`config.mk`:
```
export PLATFORM = sky130hd
export DESIGN_NAME = usb_phy_interface_config
export DESIGN_NICKNAME = d
export VERILOG_FILES = /design/src/rtl/usb_ifm_pkg.sv /design/src/rtl/usb_packet_checker.sv /design/src/rtl/usb_phy_interface_config.sv
export SDC_FILE = /design/constraint.sdc
export NUM_CORES = 1
export LEC_CHECK = 0
export ABC_AREA = 1
export BUFFER_PORTS_ARGS = -buffer_cell sky130_fd_sc_hd__buf_2
export CORE_ASPECT_RATIO = 1.4
export CORE_MARGIN = 3
export CORE_UTILIZATION = 50
export DETAILED_ROUTE_END_ITERATION = 16
export PLACE_DENSITY_LB_ADDON = 0.08
export SETUP_SLACK_MARGIN = 0.15
export SYNTH_ARGS = -nofsm -noshare
export SYNTH_HDL_FRONTEND = slang
export SYNTH_SLANG_ARGS = --single-unit
```
`constraint.sdc`:
```
create_clock -name SYS_CLK -period 1.75 [get_ports SYS_CLK]
set_input_delay 0.4375 -clock SYS_CLK [delete_from_list [all_inputs] [get_ports SYS_CLK]]
set_output_delay 0.4375 -clock SYS_CLK [all_outputs]
set_load 0.01 [all_outputs]
```
`src/rtl/usb_ifm_pkg.sv`:
```
// Constants for the USB interface module register set
package usb_ifm_pkg;
  // ************************************************************
  // Access and register offsets
  // ************************************************************
  localparam logic [7:0] PERIPH_ID   = 8'h01;
  localparam logic [7:0] OFF_RESET   = 8'h00;
  localparam logic [7:0] OFF_CTRL    = 8'h04;
  localparam logic [7:0] OFF_ADDR    = 8'h08;
  localparam logic [7:0] OFF_FUNC    = 8'h0c;
  localparam logic [7:0] OFF_OTG     = 8'h10;
  localparam logic [7:0] OFF_OTG_ST  = 8'h14;
  localparam logic [7:0] OFF_SERIAL  = 8'h18;
  localparam logic [7:0] OFF_FLAGS   = 8'h1c;
  localparam logic [7:0] OFF_STICKY  = 8'h20;
  // ************************************************************
  // Writable bit masks and reset values
  // ************************************************************
  localparam logic [7:0] CTRL_MASK   = 8'hf7;
  localparam logic [7:0] OTG_MASK    = 8'hdf;
  localparam logic [4:0] FUNC_RST    = 5'h07;
  localparam logic [3:0] SER_RST     = 4'h2;
  // ************************************************************
  // Field positions
  // ************************************************************
  localparam int CTL_TOKEN   = 0;
  localparam int CTL_CHECK   = 1;
  localparam int CTL_LINEDEC = 2;
  localparam int CTL_TIMING  = 4;
  localparam int CTL_POWER   = 5;
  localparam int CTL_SOF     = 6;
  localparam int CTL_EVACK   = 7;
  localparam int FLG_TOKEN   = 6;
  localparam int FLG_SE0     = 5;
  localparam int FLG_K       = 4;
  localparam int FLG_J       = 3;
  localparam int FLG_CRC16   = 2;
  localparam int FLG_RXACT   = 1;
  localparam int FLG_RXERR   = 0;
  localparam int SYNC_W      = 22;
  // ************************************************************
  // Line states, packet ids and check values
  // ************************************************************
  localparam logic [1:0]  LS_SE0      = 2'h0;
  localparam logic [1:0]  LS_J        = 2'h1;
  localparam logic [1:0]  LS_K        = 2'h2;
  localparam logic [1:0]  PID_TOKEN   = 2'h1;
  localparam logic [1:0]  PID_DATA    = 2'h3;
  localparam logic [3:0]  PID_SOF     = 4'h5;
  localparam logic [4:0]  CRC5_INIT   = 5'h1f;
  localparam logic [4:0]  CRC5_POLY   = 5'h05;
  localparam logic [4:0]  CRC5_RES    = 5'h0c;
  localparam logic [15:0] CRC16_INIT  = 16'hffff;
  localparam logic [15:0] CRC16_POLY  = 16'h8005;
  localparam logic [15:0] CRC16_RES   = 16'h800d;
endpackage : usb_ifm_pkg

```
`src/rtl/usb_packet_checker.sv`:
```
// Receive packet checker: token decode and data CRC check
`timescale 1ns/10ps
module usb_packet_checker
  import usb_ifm_pkg::*;
(
  // Clock and reset
  input  wire logic       clk,
  input  wire logic       rst_n,
  input  wire logic       clr,
  // Receive stream, already synchronised
  input  wire logic       rx_active,
  input  wire logic       rx_valid,
  input  wire logic [7:0] rx_data,
  // Settings
  input  wire logic [6:0] dev_addr,
  input  wire logic       tok_en,
  input  wire logic       chk_en,
  input  wire logic       sof_en,
  // Events, one-cycle pulses
  output logic            pkt_start,
  output logic            token_ok,
  output logic            crc16_err
);
  typedef enum logic [1:0] {ST_IDLE, ST_PID, ST_BODY} chk_state_t;

  chk_state_t  state_q;
  logic        act_q;
  logic [7:0]  pid_q;
  logic [7:0]  tok_b0_q;
  logic [1:0]  cnt_q;
  logic [4:0]  crc5_q;
  logic [15:0] crc16_q;
  logic        pid_ok;
  logic        addr_ok;

  // Serial CRC steps, least significant bit first as on the wire
  function automatic logic [4:0] crc5_byte(input logic [4:0] c, input logic [7:0] d);
    logic [4:0] r;
    r = c;
    for (int i = 0; i < 8; i++) begin
      r = {r[3:0], 1'b0} ^ ((r[4] ^ d[i]) ? CRC5_POLY : 5'h00);
    end
    return r;
  endfunction : crc5_byte

  function automatic logic [15:0] crc16_byte(input logic [15:0] c, input logic [7:0] d);
    logic [15:0] r;
    r = c;
    for (int i = 0; i < 8; i++) begin
      r = {r[14:0], 1'b0} ^ ((r[15] ^ d[i]) ? CRC16_POLY : 16'h0000);
    end
    return r;
  endfunction : crc16_byte

  assign pid_ok  = (pid_q[3:0] == ~pid_q[7:4]);
  // A start-of-frame carries no address; it passes only in its own mode
  assign addr_ok = (tok_b0_q[6:0] == dev_addr) || (sof_en && pid_q[3:0] == PID_SOF);

  // Byte collection across one packet
  always_ff @(posedge clk or negedge rst_n) begin
    if (!rst_n) begin
      state_q  <= ST_IDLE;
      act_q    <= 1'b0;
      pid_q    <= 8'h00;
      tok_b0_q <= 8'h00;
      cnt_q    <= 2'h0;
      crc5_q   <= CRC5_INIT;
      crc16_q  <= CRC16_INIT;
    end else if (clr) begin
      state_q  <= ST_IDLE;
      act_q    <= 1'b0;
      cnt_q    <= 2'h0;
    end else begin
      act_q <= rx_active;
      unique case (state_q)
        ST_IDLE: begin
          if (rx_active && !act_q) begin
            state_q <= ST_PID;
            cnt_q   <= 2'h0;
            crc5_q  <= CRC5_INIT;
            crc16_q <= CRC16_INIT;
          end
        end
        ST_PID: begin
          if (!rx_active) begin
            state_q <= ST_IDLE;
          end else if (rx_valid) begin
            pid_q   <= rx_data;
            state_q <= ST_BODY;
          end
        end
        ST_BODY: begin
          if (!rx_active) begin
            state_q <= ST_IDLE;
          end else if (rx_valid) begin
            if (cnt_q == 2'h0) begin
              tok_b0_q <= rx_data;
            end
            if (cnt_q != 2'h3) begin
              cnt_q <= cnt_q + 2'h1;
            end
            crc5_q  <= crc5_byte(crc5_q, rx_data);
            crc16_q <= crc16_byte(crc16_q, rx_data);
          end
        end
      endcase
    end
  end

  // Verdicts are given when receive-active drops
  always_ff @(posedge clk or negedge rst_n) begin
    if (!rst_n) begin
      pkt_start <= 1'b0;
      token_ok  <= 1'b0;
      crc16_err <= 1'b0;
    end else begin
      pkt_start <= !clr && rx_active && !act_q;
      token_ok  <= !clr && state_q == ST_BODY && !rx_active && tok_en
                   && pid_q[1:0] == PID_TOKEN && cnt_q == 2'h2 && addr_ok
                   && (!chk_en || (pid_ok && crc5_q == CRC5_RES));
      crc16_err <= !clr && state_q == ST_BODY && !rx_active
                   && pid_q[1:0] == PID_DATA && crc16_q != CRC16_RES;
    end
  end
endmodule : usb_packet_checker

```
`src/rtl/usb_phy_interface_config.sv`:
```
// Register set of the USB interface module facing a UTMI+ transceiver
`timescale 1ns/10ps
// Behaviour
// - Any write to offset 0x00 resets module state
// - Control register holds mode enables, reset zero
// - Store 7-bit address; pass matching tokens, and any start-of-frame in its own mode
// - Functional control drives OpMode, TermSelect, XcvrSelect
// - OTG control drives pull, charge, VBUS lines
// - OTG status reflects transceiver session inputs
// - Serial control reads back D+, D-, receiver
// - Serial control drives transmit controls, enable low
// - Bits 6 to 2 clear at next packet unless sticky
// - Bit 6 set on good matching token
// - Bits 5,4,3 set on SE0, K, J
// - Bit 2 set on data CRC16 failure
// - Bits 1,0 follow receive active and error
// - Reached only as peripheral 1, 32-bit
// - Stickiness mask; sticky flag cleared writing one
module usb_phy_interface_config
  import usb_ifm_pkg::*;
(
  // Clock and reset
  input  wire logic        SYS_CLK,
  input  wire logic        RST_N,
  // Peripheral register access
  input  wire logic [7:0]  PERIPH_NUM,
  input  wire logic [7:0]  PERIPH_ADDR,
  input  wire logic        PERIPH_WR,
  input  wire logic        PERIPH_RD,
  input  wire logic [31:0] PERIPH_WDATA,
  output logic      [31:0] PERIPH_RDATA,
  output logic             PERIPH_ACK,
  // Transceiver receive side
  input  wire logic [7:0]  UTMI_RXDATA,
  input  wire logic        UTMI_RXVALID,
  input  wire logic        UTMI_RXACTIVE,
  input  wire logic        UTMI_RXERROR,
  input  wire logic [1:0]  UTMI_LINESTATE,
  input  wire logic        UTMI_RX_DP,
  input  wire logic        UTMI_RX_DM,
  input  wire logic        UTMI_RX_RCV,
  // Transceiver on-the-go status
  input  wire logic        UTMI_SESS_END,
  input  wire logic        UTMI_SESS_VALID,
  input  wire logic        UTMI_VBUS_VALID,
  input  wire logic        UTMI_HOST_DISCON,
  input  wire logic        UTMI_ID_DIG,
  input  wire logic        UTMI_B_VALID,
  // Transceiver functional controls
  output logic      [2:0]  UTMI_OPMODE,
  output logic             UTMI_TERMSELECT,
  output logic             UTMI_XCVRSELECT,
  // Transceiver on-the-go controls
  output logic             UTMI_ID_PULLUP,
  output logic             UTMI_DP_PULLDOWN,
  output logic             UTMI_DM_PULLDOWN,
  output logic             UTMI_DISCHRG_VBUS,
  output logic             UTMI_CHRG_VBUS,
  output logic             EXT_VBUS_DRIVE,
  output logic             EXT_VBUS_IND_SEL,
  // Transceiver serial controls
  output logic             UTMI_FSLS_SERIAL,
  output logic             UTMI_TX_ENABLE_N,
  output logic             UTMI_TX_DATA,
  output logic             UTMI_TX_SE0,
  // Engine modes for neighbouring logic
  output logic             IF_TIMING_MODE,
  output logic             POWER_SIGNAL_MODE,
  output logic             FRAME_START_AS_TOKEN_MODE,
  output logic             EVENT_ACK_MODE
);
  // ************************************************************
  // Declarations
  // ************************************************************
  logic [SYNC_W-1:0] sync1_q;
  logic [SYNC_W-1:0] sync2_q;
  logic [7:0]        rx_data_s;
  logic              rx_valid_s;
  logic              rx_act_s;
  logic              rx_err_s;
  logic [1:0]        line_s;
  logic [2:0]        rx_line_s;
  logic [5:0]        otg_s;
  logic              acc;
  logic              wr;
  logic              rd;
  logic              clr;
  logic [7:0]        ctrl_q;
  logic [6:0]        addr_q;
  logic [4:0]        func_q;
  logic [7:0]        otg_q;
  logic [3:0]        ser_q;
  logic [6:0]        flags_q;
  logic [6:0]        sticky_q;
  logic [6:0]        ev;
  logic [6:0]        w1c;
  logic [31:0]       rdata_d;
  logic [31:0]       rdata_q;
  logic              ack_q;
  logic              pkt_start;
  logic              token_ok;
  logic              crc16_err;

  // ************************************************************
  // Pin synchroniser
  // ************************************************************
  // Two flops on every transceiver input; the receive byte is
  // sampled together with its valid, so skew is limited to one
  // cycle and is tolerated only because the link is much slower.
  always_ff @(posedge SYS_CLK or negedge RST_N) begin
    if (!RST_N) begin
      sync1_q <= '0;
      sync2_q <= '0;
    end else begin
      sync1_q <= {UTMI_RXDATA, UTMI_RXVALID, UTMI_RXACTIVE, UTMI_RXERROR,
                  UTMI_LINESTATE, UTMI_RX_RCV, UTMI_RX_DM, UTMI_RX_DP,
                  UTMI_B_VALID, UTMI_ID_DIG, UTMI_HOST_DISCON,
                  UTMI_VBUS_VALID, UTMI_SESS_VALID, UTMI_SESS_END};
      sync2_q <= sync1_q;
    end
  end

  assign rx_data_s  = sync2_q[21:14];
  assign rx_valid_s = sync2_q[13];
  assign rx_act_s   = sync2_q[12];
  assign rx_err_s   = sync2_q[11];
  assign line_s     = sync2_q[10:9];
  assign rx_line_s  = sync2_q[8:6];
  assign otg_s      = sync2_q[5:0];

  // ************************************************************
  // Access decode
  // ************************************************************
  // Other peripheral numbers are simply not ours and get no answer
  assign acc = (PERIPH_NUM == PERIPH_ID) && (PERIPH_WR || PERIPH_RD);
  assign wr  = acc && PERIPH_WR;
  assign rd  = acc && PERIPH_RD && !PERIPH_WR;
  assign clr = wr && (PERIPH_ADDR == OFF_RESET);
  assign w1c = (wr && PERIPH_ADDR == OFF_FLAGS) ? PERIPH_WDATA[6:0] : 7'h00;

  // ************************************************************
  // Configuration registers
  // ************************************************************
  // Control enables; reserved bit 3 never stores
  always_ff @(posedge SYS_CLK or negedge RST_N) begin
    if (!RST_N) begin
      ctrl_q <= 8'h00;
    end else if (clr) begin
      ctrl_q <= 8'h00;
    end else if (wr && PERIPH_ADDR == OFF_CTRL) begin
      ctrl_q <= PERIPH_WDATA[7:0] & CTRL_MASK;
    end
  end

  // Device address for token filtering
  always_ff @(posedge SYS_CLK or negedge RST_N) begin
    if (!RST_N) begin
      addr_q <= 7'h00;
    end else if (clr) begin
      addr_q <= 7'h00;
    end else if (wr && PERIPH_ADDR == OFF_ADDR) begin
      addr_q <= PERIPH_WDATA[6:0];
    end
  end

  // Functional control, each field reset to one
  always_ff @(posedge SYS_CLK or negedge RST_N) begin
    if (!RST_N) begin
      func_q <= FUNC_RST;
    end else if (clr) begin
      func_q <= FUNC_RST;
    end else if (wr && PERIPH_ADDR == OFF_FUNC) begin
      func_q <= PERIPH_WDATA[4:0];
    end
  end

  // On-the-go control; reserved bit 5 never stores
  always_ff @(posedge SYS_CLK or negedge RST_N) begin
    if (!RST_N) begin
      otg_q <= 8'h00;
    end else if (clr) begin
      otg_q <= 8'h00;
    end else if (wr && PERIPH_ADDR == OFF_OTG) begin
      otg_q <= PERIPH_WDATA[7:0] & OTG_MASK;
    end
  end

  // Serial transmit controls; transmit enable idles high
  always_ff @(posedge SYS_CLK or negedge RST_N) begin
    if (!RST_N) begin
      ser_q <= SER_RST;
    end else if (clr) begin
      ser_q <= SER_RST;
    end else if (wr && PERIPH_ADDR == OFF_SERIAL) begin
      ser_q <= PERIPH_WDATA[3:0];
    end
  end

  // Stickiness mask, one bit per flag
  always_ff @(posedge SYS_CLK or negedge RST_N) begin
    if (!RST_N) begin
      sticky_q <= 7'h00;
    end else if (clr) begin
      sticky_q <= 7'h00;
    end else if (wr && PERIPH_ADDR == OFF_STICKY) begin
      sticky_q <= PERIPH_WDATA[6:0];
    end
  end

  // ************************************************************
  // Line and error flags
  // ************************************************************
  usb_packet_checker u_checker (
    .clk       (SYS_CLK),
    .rst_n     (RST_N),
    .clr       (clr),
    .rx_active (rx_act_s),
    .rx_valid  (rx_valid_s),
    .rx_data   (rx_data_s),
    .dev_addr  (addr_q),
    .tok_en    (ctrl_q[CTL_TOKEN]),
    .chk_en    (ctrl_q[CTL_CHECK]),
    .sof_en    (ctrl_q[CTL_SOF]),
    .pkt_start (pkt_start),
    .token_ok  (token_ok),
    .crc16_err (crc16_err)
  );

  // Line symbols are only decoded while the decoder is enabled
  always_comb begin
    ev            = 7'h00;
    ev[FLG_TOKEN] = token_ok;
    ev[FLG_SE0]   = ctrl_q[CTL_LINEDEC] && line_s == LS_SE0;
    ev[FLG_K]     = ctrl_q[CTL_LINEDEC] && line_s == LS_K;
    ev[FLG_J]     = ctrl_q[CTL_LINEDEC] && line_s == LS_J;
    ev[FLG_CRC16] = crc16_err;
    ev[FLG_RXACT] = rx_act_s;
    ev[FLG_RXERR] = rx_err_s;
  end

  // Per flag update; an event beats a write-one clear or packet start in the same cycle, but a reset write beats the event
  for (genvar i = 0; i < 7; i++) begin : g_flag
    always_ff @(posedge SYS_CLK or negedge RST_N) begin
      if (!RST_N) begin
        flags_q[i] <= 1'b0;
      end else if (clr) begin
        flags_q[i] <= 1'b0;
      end else if (sticky_q[i]) begin
        flags_q[i] <= ev[i] || (flags_q[i] && !w1c[i]);
      end else if (i <= FLG_RXACT) begin
        flags_q[i] <= ev[i];
      end else begin
        flags_q[i] <= ev[i] || (flags_q[i] && !w1c[i] && !pkt_start);
      end
    end
  end

  // ************************************************************
  // Read path
  // ************************************************************
  // Unmapped and write-only offsets read as zero
  always_comb begin
    rdata_d = 32'h0000_0000;
    unique case (PERIPH_ADDR)
      OFF_CTRL:   rdata_d[7:0] = ctrl_q;
      OFF_ADDR:   rdata_d[6:0] = addr_q;
      OFF_FUNC:   rdata_d[4:0] = func_q;
      OFF_OTG:    rdata_d[7:0] = otg_q;
      OFF_OTG_ST: rdata_d[5:0] = otg_s;
      OFF_SERIAL: rdata_d[6:0] = {rx_line_s, ser_q};
      OFF_FLAGS:  rdata_d[6:0] = flags_q;
      OFF_STICKY: rdata_d[6:0] = sticky_q;
      default:    rdata_d = 32'h0000_0000;
    endcase
  end

  // Read data holds until the next read; ack marks every access
  always_ff @(posedge SYS_CLK or negedge RST_N) begin
    if (!RST_N) begin
      rdata_q <= 32'h0000_0000;
      ack_q   <= 1'b0;
    end else begin
      ack_q <= acc;
      if (rd) begin
        rdata_q <= rdata_d;
      end
    end
  end

  // ************************************************************
  // Outputs, all straight from flops
  // ************************************************************
  assign PERIPH_RDATA              = rdata_q;
  assign PERIPH_ACK                = ack_q;
  assign UTMI_OPMODE               = func_q[4:2];
  assign UTMI_TERMSELECT           = func_q[1];
  assign UTMI_XCVRSELECT           = func_q[0];
  assign UTMI_ID_PULLUP            = otg_q[0];
  assign UTMI_DP_PULLDOWN          = otg_q[1];
  assign UTMI_DM_PULLDOWN          = otg_q[2];
  assign UTMI_DISCHRG_VBUS         = otg_q[3];
  assign UTMI_CHRG_VBUS            = otg_q[4];
  assign EXT_VBUS_DRIVE            = otg_q[6];
  assign EXT_VBUS_IND_SEL          = otg_q[7];
  assign UTMI_FSLS_SERIAL          = ser_q[0];
  assign UTMI_TX_ENABLE_N          = ser_q[1];
  assign UTMI_TX_DATA              = ser_q[2];
  assign UTMI_TX_SE0               = ser_q[3];
  assign IF_TIMING_MODE            = ctrl_q[CTL_TIMING];
  assign POWER_SIGNAL_MODE         = ctrl_q[CTL_POWER];
  assign FRAME_START_AS_TOKEN_MODE = ctrl_q[CTL_SOF];
  assign EVENT_ACK_MODE            = ctrl_q[CTL_EVACK];
endmodule : usb_phy_interface_config

```
==> results of run 1 <==
==> flip-flops by register name (all words and copies together) (netlist names) <==
signal,cells
u_checker.token_ok,1
sync1_q,22
u_checker.act_q,1
ctrl_q,7
flags_q,7
addr_q,7
u_checker.state_q,2
u_checker.pid_q,8
u_checker.crc5_q,5
PERIPH_ACK,1
ser_q,4
sticky_q,7
otg_q,7
u_checker.crc16_err,1
u_checker.tok_b0_q,7
u_checker.cnt_q,2
PERIPH_RDATA,8
func_q,5
u_checker.pkt_start,1
sync2_q,22
u_checker.crc16_q,16
==> area by class of cell <==
| type | instances | area [um^2] |
|---|---|---|
| Fill cell | 1010 | 4150 |
| Sequential cell | 141 | 3560 |
| Multi-Input combinational cell | 462 | 2740 |
| Timing Repair Buffer | 149 | 1030 |
| Clock buffer | 17 | 425 |
| Inverter | 80 | 318 |
| Tap cell | 150 | 188 |
| Clock inverter | 15 | 145 |
==> metal layers <==
layer,GRT usage,share of wire
met5,0,0
met4,0.122,0.046
met3,0.0450,0.037
met2,0.445,0.55
met1,0.258,0.36
==> synthesized netlist by cell type, types with 4 or more instances <==
library cell	count
ha_1	6
nor2_1	39
a22o_1	6
o21ai_2	7
dfrtp_1	116
inv_2	4
buf_4	27
buf_2	6
o21ai_0	46
nand4_1	8
xor2_1	16
o21ai_1	9
nand3_1	16
nand2_1	180
a22oi_2	9
xnor2_1	17
nor3_1	6
inv_1	75
a21oi_1	28
dfstp_2	25
==> kinds of logic (layout without fill, tap and decap cells) <==
family	count (synthesis)	count (layout)
AO/OA/AOI/OAI	127	128
XOR/XNOR	33	33
adder cells (fa/ha/maj)	6	6
buffers and inverters	116	261
flip-flops	141	141
multiplexers	1	1
other	1	24
AND/OR/NAND/NOR	268	270
==> worst max-delay path by stage <==
stage | to | cells past startpoint
4_1_cts | u_checker.crc5_q[0] | 7
2_1_floorplan | u_checker.crc16_q[2] | 9
6_report | u_checker.crc16_q[1] | 9
5_1_grt | u_checker.crc16_q[15] | 15
3_3_place_gp | sticky_q[5] | 10
3_5_place_dp | u_checker.crc5_q[4] | 11
==> power by group <==
part	leakage (nW)	internal (W)	switching, W
Combinational	2.19	0.00115	0.00153
Clock	0.278	0.00190	0.00157
Sequential	1.75	0.00372	0.000333
Total	4.22	0.00677	0.00343
==> through the flow <==
| step | setup TNS (ps) | hold WS, ps | power [W] | utilization |
|---|---|---|---|---|
| global route | -3910 | 102 | 0.0107 | 0.670 |
| detailed placement | -14850 | 335 | 0.00635 | 0.599 |
| floorplan | -113 | 142 | 0.00564 | - |
| global placement | -13240 | 332 | 0.00624 | 0.599 |
| CTS | -1040 | 101 | 0.0100 | 0.653 |
| finish | -1430 | 120 | 0.0102 | 0.670 |
==> timing repair <==
item	4_1_cts	5_1_grt
resized for setup	16	37
setup endpoints to repair	28	71
endpoints found under the hold margin	22	0
hold buffers	1	0
cloned	1	2
pin swaps	3	16
setup buffers	4	7
==> out/results.ini, run 1 <==
[run_status]
outcome = finished with violations
violations = setup timing

[yosys]
yosys_warnings = 0
netlist.area_leader.share = 0.446
synth_area_mm2 = 0.00650
synth.area.mux_share = 0.00154
synth_area_leaders = dfrtp_1 (45%), nand2_1 (10%), dfstp_2 (10%)
synth_seq_cells = 141
synth_top_family_by_area = simple AND/OR/NAND/NOR gates
synth_compound_area_frac = 0.129
synth-xor-area-share = 0.0444
synthAdderAreaFrac = 0.0115
synth_cells = 693
synth_simple_gate_area_share = 0.180
yosysTopAreaCell = dfrtp_1
async_reset_ff_frac = 1.00
synth-seq-area-share = 0.547
synth_edf_count = 0
synth_cell_types = 49
synth_flop_cell = dfrtp_1
avgSynthCellArea_um2 = 9.38

[worst_hold_path]
min_path_type = in -> reg
hold_end = sync1_q[7]
worstHoldStart = UTMI_RX_DM
min_path_cells = 1

[routing]
final_antenna_net_count = 0
drtPass1Iterations = 5
wl_per_cell_um = 17.0
first_iter_violations = 249
vias_per_cell = 5.19
drc_errors = 0
wirelength_um = 17200
vias = 5259

[grt]
grt_max_degree = 46
gr-total-overflow = 0
antenna_found_initial = 0
track_usage = 0.242
grt_pass1_wl_um = 26400
grt_pass1_vias = 5306

[floorplanning]
dieArea_mm2 = 0.0144
ios = 127
std_cell_rows = 48
core_region_area_mm2 = 0.0126
start_util = 0.518
die_h_um = 141
die_width_um = 102

[cells_and_area]
final_cell_mix = nand2_1 (166), dfrtp_1 (116), buf_2 (77)
finish.instance_area_mm2 = 0.00840
final_common_cell = nand2_1
drive_gt1_frac = 0.344
nNetsFinal = 931
area_growth_pct = 29.2
antenna_cells = 0
fin_cells = 1014

[timing]
rsz0062_at_grt = yes
finalMaxSlewViolations = 0
max_freq_ghz = 0.539
finalHoldViolations = 0
worst_clock_skew_ps = 10.2
fin_crit_ps = 1860
setup_slack_ps = -105
setup_violations = 22
fin_crit_sh = 1.06

[critical_path]
cp_data_arrival_time_ps = 2200
ff2ff_setup_slack_ps = -110
end_kind = flop
critPathTopFamily = simple AND/OR/NAND/NOR gates
crit_start = u_checker.state_q[0]
max_stage_delay_ps = 390
critPathLaunchType = flop
path_class = reg -> reg
worstPathCellList = inv_2, ha_4, nor2_4, a2111oi_4, nand2_4, nor2_4, buf_4, buf_6, a21oi_2
r2r_end = u_checker.crc16_q[1]
worstRegToRegCells = 9
crit_path_max_fanout = 5
crit_slowest_cell = dfrtp_1
cp.required_ps = 2100
critPathBufInv = 3
cpMostUsedCell = nor2_4
r2r-start = u_checker.state_q[0]

[clock_tree]
cts.sinks = 141
cts_buffers = 17
clk_pin_slew_ps = 70
cts_tree = done
root_buffer = clkbuf_16
cts-htree-levels = 4
clockBufferDepth = 2
insertion_delay_ps = 420

[pwr]
ir_drop_mv = 0.794
power-per-cell-area_mw_per_mm2 = 1210
p_leak_nw = 4.22

[placement]
io_buffers = 78
post-place-ws_ps = -261
gp_congestion = 0.918
dp.cells = 967
placed_cell_area_mm2 = 0.00751
dp_hpwl_um = 12700

[run]
maxCapViolations = 0

Note: power is estimated with default switching activity, not from simulation.
==> run 2, diff against run 1 <==
--- a/config.mk
+++ b/config.mk
@@ -9,8 +9,9 @@
 export BUFFER_PORTS_ARGS = -buffer_cell sky130_fd_sc_hd__buf_2
 export CORE_ASPECT_RATIO = 1.4
 export CORE_MARGIN = 3
-export CORE_UTILIZATION = 50
+export CORE_UTILIZATION = 55
 export DETAILED_ROUTE_END_ITERATION = 16
+export HOLD_SLACK_MARGIN = 0.15
 export PLACE_DENSITY_LB_ADDON = 0.08
 export SETUP_SLACK_MARGIN = 0.15
 export SYNTH_ARGS = -nofsm -noshare
==> constraint.sdc (replaced) <==
create_clock -name SYS_CLK -period 2.28 [get_ports SYS_CLK]
set_input_delay 0.57 -clock SYS_CLK [delete_from_list [all_inputs] [get_ports SYS_CLK]]
set_output_delay 0.57 -clock SYS_CLK [all_outputs]
set_load 0.01 [all_outputs]
==> run 2 against run 1 <==
The run now ends clean. Final cell count decreased by 5.3%. Hold slack improved by 130 ps. Die area is 8.6% lower. Largest power group unchanged.
==> out/results.ini, run 2 (same netlist as run 1, synthesis figures left out) <==
[clock_tree]
clockBufferDepth = 2  ; unchanged
root_buffer = clkbuf_16
insertion_delay_ps = 420  ; about the same
cts-htree-levels = 4  ; unchanged
cts_tree = done
cts.sinks = 141  ; unchanged
clk_pin_slew_ps = 60  ; about the same
cts_buffers = 17  ; unchanged

[critical_path]
path_class = reg -> reg
r2r-start = u_checker.state_q[0]
cp.required_ps = 2630  ; +530 ps
crit_start = u_checker.state_q[0]
critPathCapture = u_checker.crc5_q[0]
cp_data_arrival_time_ps = 2270  ; +70 ps
r2r_end = u_checker.crc5_q[0]
ff2ff_setup_slack_ps = 360  ; +460 ps
worstRegToRegCells = 9  ; unchanged
crit_path_max_fanout = 11  ; +6
end_kind = flop
critPathLaunchType = flop

[routing]
final_antenna_net_count = 0  ; unchanged
wirelength_um = 15700  ; -8.7%
drtPass1Iterations = 5  ; unchanged
wl_per_cell_um = 16.4  ; -3.6%
vias = 5078  ; -3.4%
drc_errors = 0  ; unchanged
first_iter_violations = 282  ; +13%
vias_per_cell = 5.29  ; +2.0%

[placement]
dp_hpwl_um = 11900  ; -6.6%
placed_cell_area_mm2 = 0.00710  ; -5.5%
io_buffers = 78  ; unchanged
gp_congestion = 0.916  ; -0.28%

[grt]
track_usage = 0.246  ; +0.00382
grt_pass1_vias = 5164  ; -2.7%
gr-total-overflow = 0  ; unchanged
grt_max_degree = 47  ; +2.2%
grt_pass1_wl_um = 25100  ; -5.2%
antenna_found_initial = 0  ; unchanged

[timing]
fin_crit_sh = 0.844  ; -0.217
finalMaxSlewViolations = 0  ; unchanged
slew_headroom = 0.526
max_freq_ghz = 0.520  ; -3.5%
setup_violations = 0  ; -100%
worst_clock_skew_ps = 7.77  ; -2.43 ps
tightest_slew_ps = 712
fin_crit_ps = 1920  ; +68.1 ps
tns_ps = 0  ; +1430 ps
finalHoldViolations = 0  ; unchanged
rsz0062_at_grt = no

[cells_and_area]
area_growth_pct = 18.8
final_cell_mix = nand2_1 (180), dfrtp_1 (116), buf_2 (77)
nNetsFinal = 883  ; -5.2%
finish.instance_area_mm2 = 0.00773  ; -8.1%
reg_top3 = sync1_q x22, sync2_q x22, u_checker.crc16_q x16
final_common_cell = nand2_1
antenna_cells = 0  ; unchanged
drive_gt1_frac = 0.248  ; -0.0962

[floorplanning]
die_width_um = 97.9  ; -4.4%
core_region_area_mm2 = 0.0115  ; -8.8%
die_h_um = 135  ; -4.5%
start_util = 0.568  ; +0.0497
std_cell_rows = 46  ; -4.2%
ios = 127  ; unchanged
dieArea_mm2 = 0.0132  ; -8.6%

[worst_hold_path]
min_path_type = in -> reg

[pwr]
p_leak_nw = 3.98  ; -5.8%
power-per-cell-area_mw_per_mm2 = 953  ; -21%
ir_drop_mv = 0.728  ; -8.3%
total_power_w = 0.00737  ; -28%

[run]
maxCapViolations = 0  ; unchanged

[run_status]
outcome = finished clean

## run 2: report_power, final
group	total (W)	switching (W)	internal [W]	leakage, nW
logic	0.00159	0.000968	0.000621	1.94
clock network	0.00269	0.00111	0.00158	0.281
registers	0.00308	0.000227	0.00286	1.75
total	0.00737	0.00231	0.00506	3.98
## run 2: what timing repair did
item                                    in CTS  in global routing
hold buffers                                 1                  0
gates resized for setup                      0                  1
hold endpoints to repair                    31                  0
endpoints found under the setup margin       0                 16
buffers inserted                             0                  4
## run 2: final cells by class
cell class | count | area, um^2
Fill cell | 982 | 3730
Sequential cell | 141 | 3560
Multi-Input combinational cell | 459 | 2470
Timing Repair Buffer | 104 | 632
Clock buffer | 19 | 453
Inverter | 80 | 302
Tap cell | 144 | 180
Clock inverter | 13 | 129
## run 2: worst min-delay path by stage
stage	start	to	slack [ps]	depth (start not counted)
2_1_floorplan	RST_N	PERIPH_ACK	270	0
3_3_place_gp	sync1_q[19]	sync2_q[19]	330	0
3_5_place_dp	sync1_q[6]	sync2_q[6]	340	0
4_1_cts	UTMI_RXVALID	sync1_q[13]	240	1
5_1_grt	UTMI_RXDATA[0]	sync1_q[14]	240	1
6_report	UTMI_RXVALID	sync1_q[13]	250	1
## run 2: routing by layer
metal	wire (um)	global-route usage	vias to the layer above
met4	514	0.102	0
met2	8900	0.478	157
met5	0	0	-
li1	-	-	2412
met1	5600	0.251	2474
met3	714	0.0522	35
## run 2: worst max-delay path, cell delays in order (launching register included)
cell and delay, ps:
dfrtp_1 340, inv_1 80, ha_2 240, clkinv_2 100
nor2_1 90, a2111oi_4 370, nand2_4 130, nor2_8 230
inv_2 100, o22a_1 170
## run 2: through the flow
step                cells   util  hold WS (ps)  worst slack (ps)
floorplan             716      -           274               415
global placement      923  0.620           332               164
detailed placement    923  0.620           336               107
CTS                   956  0.672           237               162
global route          960  0.675           236               182
finish                960  0.675           253               357
